File: src/hw/ofd_operand_map.vh
// Constants for the operand field decoder: field widths, escape code, operand kinds.
// Assumes the fetch unit presents operand bytes already aligned to their fields.
`ifndef OFD_OPERAND_MAP_VH
`define OFD_OPERAND_MAP_VH
`define OFD_BIT_W        3
`define OFD_ADDR_W       16
`define OFD_FILE_W       12
`define OFD_BYTE_W       8
`define OFD_SLOT_W       4
`define OFD_ESC_NIBBLE   4'he
`define OFD_KIND_W       4
`define OFD_KIND_BIT     4'h0
`define OFD_KIND_DIRECT  4'h1
`define OFD_KIND_EXT     4'h2
`define OFD_KIND_IMM     4'h3
`define OFD_KIND_FPAIR   4'h4
`define OFD_KIND_WPAIR   4'h5
`define OFD_KIND_REL     4'h6
`define OFD_KIND_INDEX   4'h7
`define OFD_KIND_POL     4'h8
`define OFD_KIND_TRAP    4'h9
`define OFD_KIND_ADD     4'ha
`define OFD_KIND_REG     4'hb
`endif

File: src/hw/ofd_operand_decoder.v
// Operand field decoder: turns fetched operand fields into indices and addresses.
// Assumes the fetch unit gives a one-cycle opValid with kind, bytes and next-PC
// on mclk; results are registered and appear one cycle later with resValid.
`timescale 1ns/100ps
`include "ofd_operand_map.vh"
module ofd_operand_decoder
#(
   parameter ADDR_W = `OFD_ADDR_W,
   parameter FILE_W = `OFD_FILE_W
)
(
   // Clock and reset.
   input  wire               mclk,
   input  wire               rst_n,
   // Request from fetch.
   input  wire               opValid,
   input  wire [3:0]         opKind,
   input  wire [7:0]         opByte0,
   input  wire [7:0]         opByte1,
   input  wire [7:0]         opByte2,
   input  wire [ADDR_W-1:0]  nextPc,
   input  wire [7:0]         dstValue,
   input  wire [7:0]         srcValue,
   // Decoded result.
   output wire               resValid,
   output wire               resError,
   output wire [2:0]         bitIndex,
   output wire               polarity,
   output wire [ADDR_W-1:0]  targetAddr,
   output wire [FILE_W-1:0]  fileAddr,
   output wire               workSlotSel,
   output wire [3:0]         workSlot,
   output wire [7:0]         literalByte,
   output wire [7:0]         trapVector,
   output wire [7:0]         sumByte,
   output wire               sumCarry
);

   // ************************************************************
   // Field helpers
   // ************************************************************

   // True when an 8-bit register field holds the escape form.
   function isEscaped;
      input [7:0] b;
      begin
         isEscaped = (b[7:4] == `OFD_ESC_NIBBLE);
      end
   endfunction

   // Work slot of a couple: the odd member is dropped so that the pair
   // always starts on an even slot, whatever the low bit held.
   function [3:0] evenSlot;
      input [7:0] b;
      begin
         evenSlot = {b[3:1], 1'h0};
      end
   endfunction

   // File couple address, widened to the file width with its low bit even.
   function [FILE_W-1:0] evenFile;
      input [7:0] b;
      begin
         evenFile = {{(FILE_W-8){1'h0}}, b[7:1], 1'h0};
      end
   endfunction

   // ************************************************************
   // Combinational arithmetic
   // ************************************************************

   wire [ADDR_W-1:0] relTarget;
   wire [ADDR_W-1:0] idxTarget;
   wire [8:0]        addSum;

   ofd_signed_adder #(.BASE_W(ADDR_W)) uRel
   (
      .base   (nextPc),
      .offset (opByte0),
      .sum    (relTarget)
   );

   ofd_signed_adder #(.BASE_W(ADDR_W)) uIdx
   (
      .base   ({opByte1, opByte2}),
      .offset (opByte0),
      .sum    (idxTarget)
   );

   assign addSum = {1'h0, dstValue} + {1'h0, srcValue};

   // ************************************************************
   // Result state
   // ************************************************************

   reg               resValid_q;
   reg               resValid_d;
   reg               resError_q;
   reg               resError_d;
   reg [2:0]         bitIndex_q;
   reg [2:0]         bitIndex_d;
   reg               polarity_q;
   reg               polarity_d;
   reg [ADDR_W-1:0]  targetAddr_q;
   reg [ADDR_W-1:0]  targetAddr_d;
   reg [FILE_W-1:0]  fileAddr_q;
   reg [FILE_W-1:0]  fileAddr_d;
   reg               workSlotSel_q;
   reg               workSlotSel_d;
   reg [3:0]         workSlot_q;
   reg [3:0]         workSlot_d;
   reg [7:0]         literalByte_q;
   reg [7:0]         literalByte_d;
   reg [7:0]         trapVector_q;
   reg [7:0]         trapVector_d;
   reg [7:0]         sumByte_q;
   reg [7:0]         sumByte_d;
   reg               sumCarry_q;
   reg               sumCarry_d;

   // ************************************************************
   // Next-value decode
   // ************************************************************

   // Only resValid, resError, workSlotSel and the fields of the requested kind move; the others hold, so the
   // core may still read an earlier result after operands of other kinds.
   always @*
   begin
      resValid_d    = opValid;
      resError_d    = resError_q;
      bitIndex_d    = bitIndex_q;
      polarity_d    = polarity_q;
      targetAddr_d  = targetAddr_q;
      fileAddr_d    = fileAddr_q;
      workSlotSel_d = workSlotSel_q;
      workSlot_d    = workSlot_q;
      literalByte_d = literalByte_q;
      trapVector_d  = trapVector_q;
      sumByte_d     = sumByte_q;
      sumCarry_d    = sumCarry_q;
      if (opValid)
      begin
         // Error and slot select describe the latest request only.
         resError_d    = 1'h0;
         workSlotSel_d = 1'h0;
         case (opKind)
            `OFD_KIND_BIT:
               bitIndex_d = opByte0[2:0];
            `OFD_KIND_POL:
               polarity_d = opByte0[0];
            `OFD_KIND_DIRECT:
               targetAddr_d = {opByte0, opByte1};
            `OFD_KIND_EXT:
               fileAddr_d = {opByte0[3:0], opByte1};
            `OFD_KIND_IMM:
               literalByte_d = opByte0;
            `OFD_KIND_TRAP:
               trapVector_d = opByte0;
            `OFD_KIND_REG:
            begin
               if (isEscaped(opByte0))
               begin
                  workSlotSel_d = 1'h1;
                  workSlot_d    = opByte0[3:0];
               end
               else
               begin
                  fileAddr_d = {{(FILE_W-8){1'h0}}, opByte0};
               end
            end
            `OFD_KIND_FPAIR:
            begin
               // An odd couple is flagged but still decoded with its low bit even.
               resError_d = opByte0[0];
               if (isEscaped(opByte0))
               begin
                  workSlotSel_d = 1'h1;
                  workSlot_d    = evenSlot(opByte0);
               end
               else
               begin
                  fileAddr_d = evenFile(opByte0);
               end
            end
            `OFD_KIND_WPAIR:
            begin
               workSlotSel_d = 1'h1;
               workSlot_d    = evenSlot(opByte0);
               resError_d    = opByte0[0];
            end
            `OFD_KIND_REL:
               targetAddr_d = relTarget;
            `OFD_KIND_INDEX:
               targetAddr_d = idxTarget;
            `OFD_KIND_ADD:
            begin
               sumByte_d  = addSum[7:0];
               sumCarry_d = addSum[8];
            end
            default:
               resError_d = 1'h1;
         endcase
      end
   end

   // ************************************************************
   // Result registers
   // ************************************************************

   always @(posedge mclk)
   begin
      if (!rst_n)
      begin
         resValid_q    <= 1'h0;
         resError_q    <= 1'h0;
         bitIndex_q    <= 3'h0;
         polarity_q    <= 1'h0;
         targetAddr_q  <= {ADDR_W{1'h0}};
         fileAddr_q    <= {FILE_W{1'h0}};
         workSlotSel_q <= 1'h0;
         workSlot_q    <= 4'h0;
         literalByte_q <= 8'h00;
         trapVector_q  <= 8'h00;
         sumByte_q     <= 8'h00;
         sumCarry_q    <= 1'h0;
      end
      else
      begin
         resValid_q    <= resValid_d;
         resError_q    <= resError_d;
         bitIndex_q    <= bitIndex_d;
         polarity_q    <= polarity_d;
         targetAddr_q  <= targetAddr_d;
         fileAddr_q    <= fileAddr_d;
         workSlotSel_q <= workSlotSel_d;
         workSlot_q    <= workSlot_d;
         literalByte_q <= literalByte_d;
         trapVector_q  <= trapVector_d;
         sumByte_q     <= sumByte_d;
         sumCarry_q    <= sumCarry_d;
      end
   end

   // ************************************************************
   // Outputs
   // ************************************************************

   assign resValid    = resValid_q;
   assign resError    = resError_q;
   assign bitIndex    = bitIndex_q;
   assign polarity    = polarity_q;
   assign targetAddr  = targetAddr_q;
   assign fileAddr    = fileAddr_q;
   assign workSlotSel = workSlotSel_q;
   assign workSlot    = workSlot_q;
   assign literalByte = literalByte_q;
   assign trapVector  = trapVector_q;
   assign sumByte     = sumByte_q;
   assign sumCarry    = sumCarry_q;

endmodule // ofd_operand_decoder

File: src/hw/ofd_signed_adder.v
// Adds a sign-extended 8-bit offset to a 16-bit base, wrapping modulo 2^16.
// Assumes purely combinational use by the decoder on the same clock.
`timescale 1ns/100ps
module ofd_signed_adder
#(
   parameter BASE_W = 16
)
(
   // Operands.
   base,
   offset,
   // Result.
   sum
);
   input  wire [BASE_W-1:0] base;
   input  wire [7:0]        offset;
   output wire [BASE_W-1:0] sum;

   // Sign extension keeps -128..+127 exact for any base width of eight or more.
   assign sum = base + {{(BASE_W-8){offset[7]}}, offset};
endmodule // ofd_signed_adder
File: config.mk
export PLATFORM = sky130hd
export DESIGN_NAME = ofd_operand_decoder
export DESIGN_NICKNAME = d
export VERILOG_FILES = /design/src/hw/ofd_operand_decoder.v /design/src/hw/ofd_signed_adder.v
export VERILOG_INCLUDE_DIRS = /design/src /design/src/hw
export SDC_FILE = /design/constraint.sdc
export NUM_CORES = 1
export LEC_CHECK = 0
export BUFFER_PORTS_ARGS = -buffer_cell sky130_fd_sc_hd__buf_2
export CAP_MARGIN = 20
export CORE_MARGIN = 2
export CORE_UTILIZATION = 52
export CTS_CLUSTER_DIAMETER = 100
export CTS_CLUSTER_SIZE = 10
export DETAILED_ROUTE_END_ITERATION = 10
export HOLD_SLACK_MARGIN = 0.03
export PLACE_DENSITY = 0.8
export SLEW_MARGIN = 25
export SYNTH_ARGS = -nofsm -noshare
export SYNTH_HDL_FRONTEND = slang
export SYNTH_SLANG_ARGS = --single-unit
File: constraint.sdc
create_clock -name mclk -period 5.1 [get_ports mclk]
set_clock_uncertainty 0.1 [all_clocks]
set_input_delay 1.02 -clock mclk [delete_from_list [all_inputs] [get_ports mclk]]
set_output_delay 1.02 -clock mclk [all_outputs]
set_load 0.05 [all_outputs]
## Yosys cells after proc, flatten, opt, wreduce, memory -nomap -nowiden

Index checks and enable logic that the tools add are counted.

| storage, ports and cells | value |
|---|---|
| output and inout port bits | 64 |
| word-level logic and storage cells | 56 |
| bits of input ports | 63 |
| flip-flop bits (word level) | 64 |

| operators by class | value |
|---|---|
| muxes and demuxes | 10 |
| add/subtract/negate cells | 3 |
| reductions and logical operators | 15 |
| equality and inequality tests | 16 |

Operator list:

| kind | count |
|---|---|
| $pmux W16 S3 | 1 |
| $pmux W12 S3 | 1 |
| $add A16 B16 Y16 | 2 |
| $mux W12 | 2 |
| $eq A4 B4 Y1 const B | 5 |
| $eq A4 B3 Y1 const B | 4 |
| $pmux W4 S3 | 1 |
| $reduce_and A2 Y1 | 6 |
| $reduce_or A10 Y1 | 1 |
| $add A8 B8 Y9 | 1 |
| $reduce_bool A3 Y1 | 3 |
| $eq A4 B2 Y1 const B | 2 |
| $mux W4 | 2 |
| $ne A2 B2 Y1 const B | 4 |
| $reduce_and A4 Y1 | 2 |
| $eq A4 B1 Y1 const B | 1 |
| $logic_not A4 Y1 | 1 |
| $pmux W1 S2 | 2 |
| $reduce_or A2 Y1 | 2 |
| $mux W1 | 1 |

## Longest topological paths before layout

| depth | value |
|---|---|
| depth in word-level cells | 3 |
| gate-level depth with buffers | 11 |
| depth with buffers taken out | 9 |

## Modules after synthesis

A second synthesis with hierarchy kept.

| unflattened totals | value |
|---|---|
| cell total of the unflattened synthesis | 571 |
| area, all modules | 4772.1 um^2 |

By module, submodules not included:

| module | area an instance (um^2) | cells an instance | times used |
|---|---|---|---|
| ofd_operand_decoder | 3241.9 | 369 | 1 |
| ofd_signed_adder (uRel) | 805.8 | 104 | 1 |
| ofd_signed_adder (uIdx) | 724.4 | 98 | 1 |

## Least setup slack after synthesis

OpenSTA, ideal clock, no wires.

| path | value |
|---|---|
| path type | input to register |
| from | input opKind[2] |
| to | register targetAddr_q[10] (netlist: targetAddr[10]) |
| path buffers | 2 |
| setup slack | 1105 ps |
| stages | 11 |
| arrival time | 3804 ps |
| cells stage by stage | buf_2 > nand4b_4 > buf_1 > mux2_2 > ha_1 > fa_1 > a21o_1 > and4_1 > or3_1 > a22o_1 > a311oi_1 |

| between the ends | value |
|---|---|
| cells in the longest elaborated chain, start to end | 3 |
| elaborated cells between the ends (all ways) | 6 |
| those cells by class | eq/ne (3); mux (1); reduce/logical (2) |

RTL lines:

| item | line | text |
|---|---|---|
| from (decl) | ofd_operand_decoder.v:17 | `input wire [3:0] opKind,` |
| $eq A4 B3 Y1 / $eq A4 B1 Y1 (equally long branches) | ofd_operand_decoder.v:146 | `case (opKind)` |
| $reduce_bool A3 Y1 (no source line) | - |  |
| $reduce_and A2 Y1 (no source line) | - |  |
| to (signal assigned) | ofd_operand_decoder.v:218 | `targetAddr_q <= {ADDR_W{1'h0}};` |
| to (signal assigned) | ofd_operand_decoder.v:233 | `targetAddr_q <= targetAddr_d;` |
| to (decl) | ofd_operand_decoder.v:104 | `reg [ADDR_W-1:0] targetAddr_q;` |

Several ways; a longest one is shown, not always the timed one.
A chain may end at the register's enable or synchronous reset.

## Worst setup path in the final report

| path | value |
|---|---|
| from | input opKind[2] |
| to | register targetAddr_q[8] (netlist: targetAddr[8]) |

Same word-level chain as after synthesis.

==> results_dict.tcl <==
set metrics [dict create \
    cts_buffers 9 \
    max_freq_mhz 257 \
    place.gp.congestion 0.913 \
    n_antenna_cell 0 \
    post_dp_cell_area_mm2 0.00489 \
    drive_above_1_share_pct 28.7 \
    grt_max_degree 58 \
    final_cells 697 \
    ys_ff_latch 64 \
    fin_crit_ns 3.89 \
    clockBufferDepth 2 \
    intPower_uw 874 \
    design_area_mm2 0.00509 \
    grt.overflow.total 0 \
    die_x_um 94.3 \
    final_max_slew_viol_count 0 \
    power_switching_share_pct 32.7 \
    vias 4117 \
    rows 32 \
    hold_depth 2 \
    cts_tree "built" \
    die_h_um 94.3 \
    synth_edf_count 0 \
    cts_resized 0 \
    initial_core_util_pct 54.3 \
    io_buffers 126 \
    synth_ff_type "dfxtp_1" \
    power_frac_seq_pct 40.1 \
    grt_pass1_vias 4020 \
    critPathRequiredTime_ns 5.27 \
    final_nets 680 \
    drv_cap 0 \
    ant_nets 0 \
    outcome "finished, final reports clean" \
    holdPathEnd "sumByte[0]" \
    tns_ns 0 \
    postCtsSetupBuffers 0 \
    synth_area_leader_cell "dfxtp_1" \
    r2r_start "targetAddr[14]" \
    dpl.cell_count 681 \
    drt_iter0_drc 192 \
    syn_to_final_growth_pct 19.9 \
    worstSetupPathType "input pin to register" \
    ir_drop_mv 0.135 \
    endpoint_kind "register" \
    synth_area_leaders "dfxtp_1 30%, mux2i_1 8.3%, ha_1 7.4%, nor2b_1 4.7%, nand2_1 4.2%" \
    worst_pin_slew_ns 0.746 \
    clk_pin_slew_ns 0.07 \
    cts_hold_buf 0 \
    power_frac_comb_pct 25.7 \
    syn_area_per_cell_um2 8.86 \
    via_per_inst 5.91 \
    synth_top_area_share_pct 30.2 \
    switchingPower_uw 424 \
    dieArea_mm2 0.00890 \
    hp-class "register to register" \
    fin_crit_sh_pct 76.3 \
    setup_viol 0 \
    cts_max_level 3 \
    grt_util_all_layers_pct 28.2 \
    cts-root-buf "clkbuf_8" \
    ff2ff_setup_slack_ns 4.08 \
    pin_count 127 \
    yosysSeqAreaShare_pct 30.2 \
    grt_first_pass_wirelength_um 19700 \
    syn_nets 569 \
    remaining_drc_errors 0 \
    r2r_cells 3 \
    power.density_mw_per_mm2 255 \
    yosys_warnings 0 \
    wire_per_inst_um 17.5 \
    r2r-end "targetAddr[14]" \
    arrival_ns 4.06 \
    power.share.clock_pct 34.2 \
    leakage_nw 2.40 \
    holdCritStartpoint "sumByte[0]" \
    cts.sinks 64 \
    clkLatencyLatePin_ns 0.35 \
    synthesis.area_mm2 0.00424 \
    grt_setup_unrepaired "no" \
    syn_inst 479 \
    antenna_found_initial 0 \
    synth-async-reset-ratio_pct 0 \
    final-hold-violation-count 0 \
    hpwl_um 9090 \
    crit_fanout 16 \
    netlist_top_cells_count "64 x dfxtp_1, 47 x nand2_1, 35 x mux2i_1" \
    critPathLaunchType "input pin" \
    drt_pre_antenna_iters 5 \
    maxSlewHeadroom_pct 50.1 \
    post-synth-top-count-cell "dfxtp_1" \
    core_area_mm2 0.00781 \
    wl_um 12200 \
    synth.distinct_cells 69 \
]
per-layer routing:
layer	vias up	track usage [%]	routed length (um)
met3	19	5.75	758
li1	1992	-	-
met2	143	49.6	6120
met1	1963	34.1	5100
met5	-	0	0
met4	0	10.0	204
placed cells by master (no fill, tap or decap), types with 5 or more instances in the layout:
master	synthesis	routed
a21o_1	5	5
dfxtp_1	64	64
o211a_1	13	13
and2_1	6	6
a21boi_1	9	9
nand2b_1	10	10
nor2b_1	32	32
and3_1	5	5
nand3_1	18	18
nor2_1	18	18
mux2_2	15	15
buf_2	8	126
a21oi_1	23	22
clkbuf_8	0	10
o21ai_1	9	9
o21ai_0	17	17
inv_1	5	5
mux2i_1	35	35
nand2_1	47	47
xor2_1	5	5
ha_1	25	25
o211ai_1	11	11
nand4_1	5	5
worst max-delay path by stage:
stage / end / cells past startpoint / slack (ns) / startpoint
finish: targetAddr[8] / 10 / 1.21 / opKind[2]
global route: targetAddr[8] / 10 / 1.01 / opKind[2]
global placement: targetAddr[8] / 10 / 1.07 / opKind[2]
floorplan: targetAddr[10] / 11 / 1.10 / opKind[2]
detailed placement: targetAddr[8] / 10 / 0.89 / opKind[2]
CTS: targetAddr[8] / 10 / 1.26 / opKind[2]
critical path, stage by stage:
cell and delay, ns:
buf_2 0.27, nand4b_4 0.36, mux2_2 0.38, ha_1 0.22, fa_1 0.42, a21o_1 0.18
and4_1 0.25, o41ai_1 0.59, nand3_1 0.15, a41oi_1 0.22
area by class of cell:
type                    count  area (um^2)
clock buffers              11          141
clock inverters             5         56.3
fillers                   676         2720
inverters                   6         22.5
multi-input cells         381         2810
flip-flops and latches     64         1280
well taps                 102          128
repair buffers            128          646
metrics by stage:
step	hold WS, ns	utilization, %	power [mW]	setup WS [ns]
2_1_floorplan	0.570	-	0.767	1.10
3_3_place_gp	0.338	62.6	0.854	1.07
3_5_place_dp	0.347	62.6	0.862	0.890
4_1_cts	0.356	65.2	1.31	1.26
5_1_grt	0.381	65.2	1.36	1.01
6_report	0.355	65.2	1.30	1.21
cell families (layout without fill, tap and decap cells):
logic type	after synthesis	count (layout)	synth area share (%)
XOR/XNOR	7	7	1.45
flip-flops	64	64	30.2
AO/OA/AOI/OAI	122	122	20.6
buffers and inverters	34	150	3.60
adder cells (fa/ha/maj)	27	27	8.32
AND/OR/NAND/NOR	175	175	23.6
multiplexers	50	50	12.2
power groups by stage:
| stage | Sequential (mW) | Combinational [mW] | Clock (mW) |
|---|---|---|---|
| after floorplan | 0.581 | 0.186 | 0 |
| after global routing | 0.522 | 0.364 | 0.473 |
| final | 0.521 | 0.334 | 0.443 |
| after detailed placement | 0.532 | 0.329 | 0 |
| after global placement | 0.532 | 0.322 | 0 |
| after CTS | 0.521 | 0.331 | 0.453 |
state kept, by name, summed over array words and instances (netlist names):
register	flops
workSlot	4
literalByte	8
sumCarry	1
fileAddr	12
resError	1
bitIndex	3
targetAddr	16
workSlotSel	1
polarity	1
sumByte	8
trapVector	8
resValid	1
(Power assumes the default switching activity.)
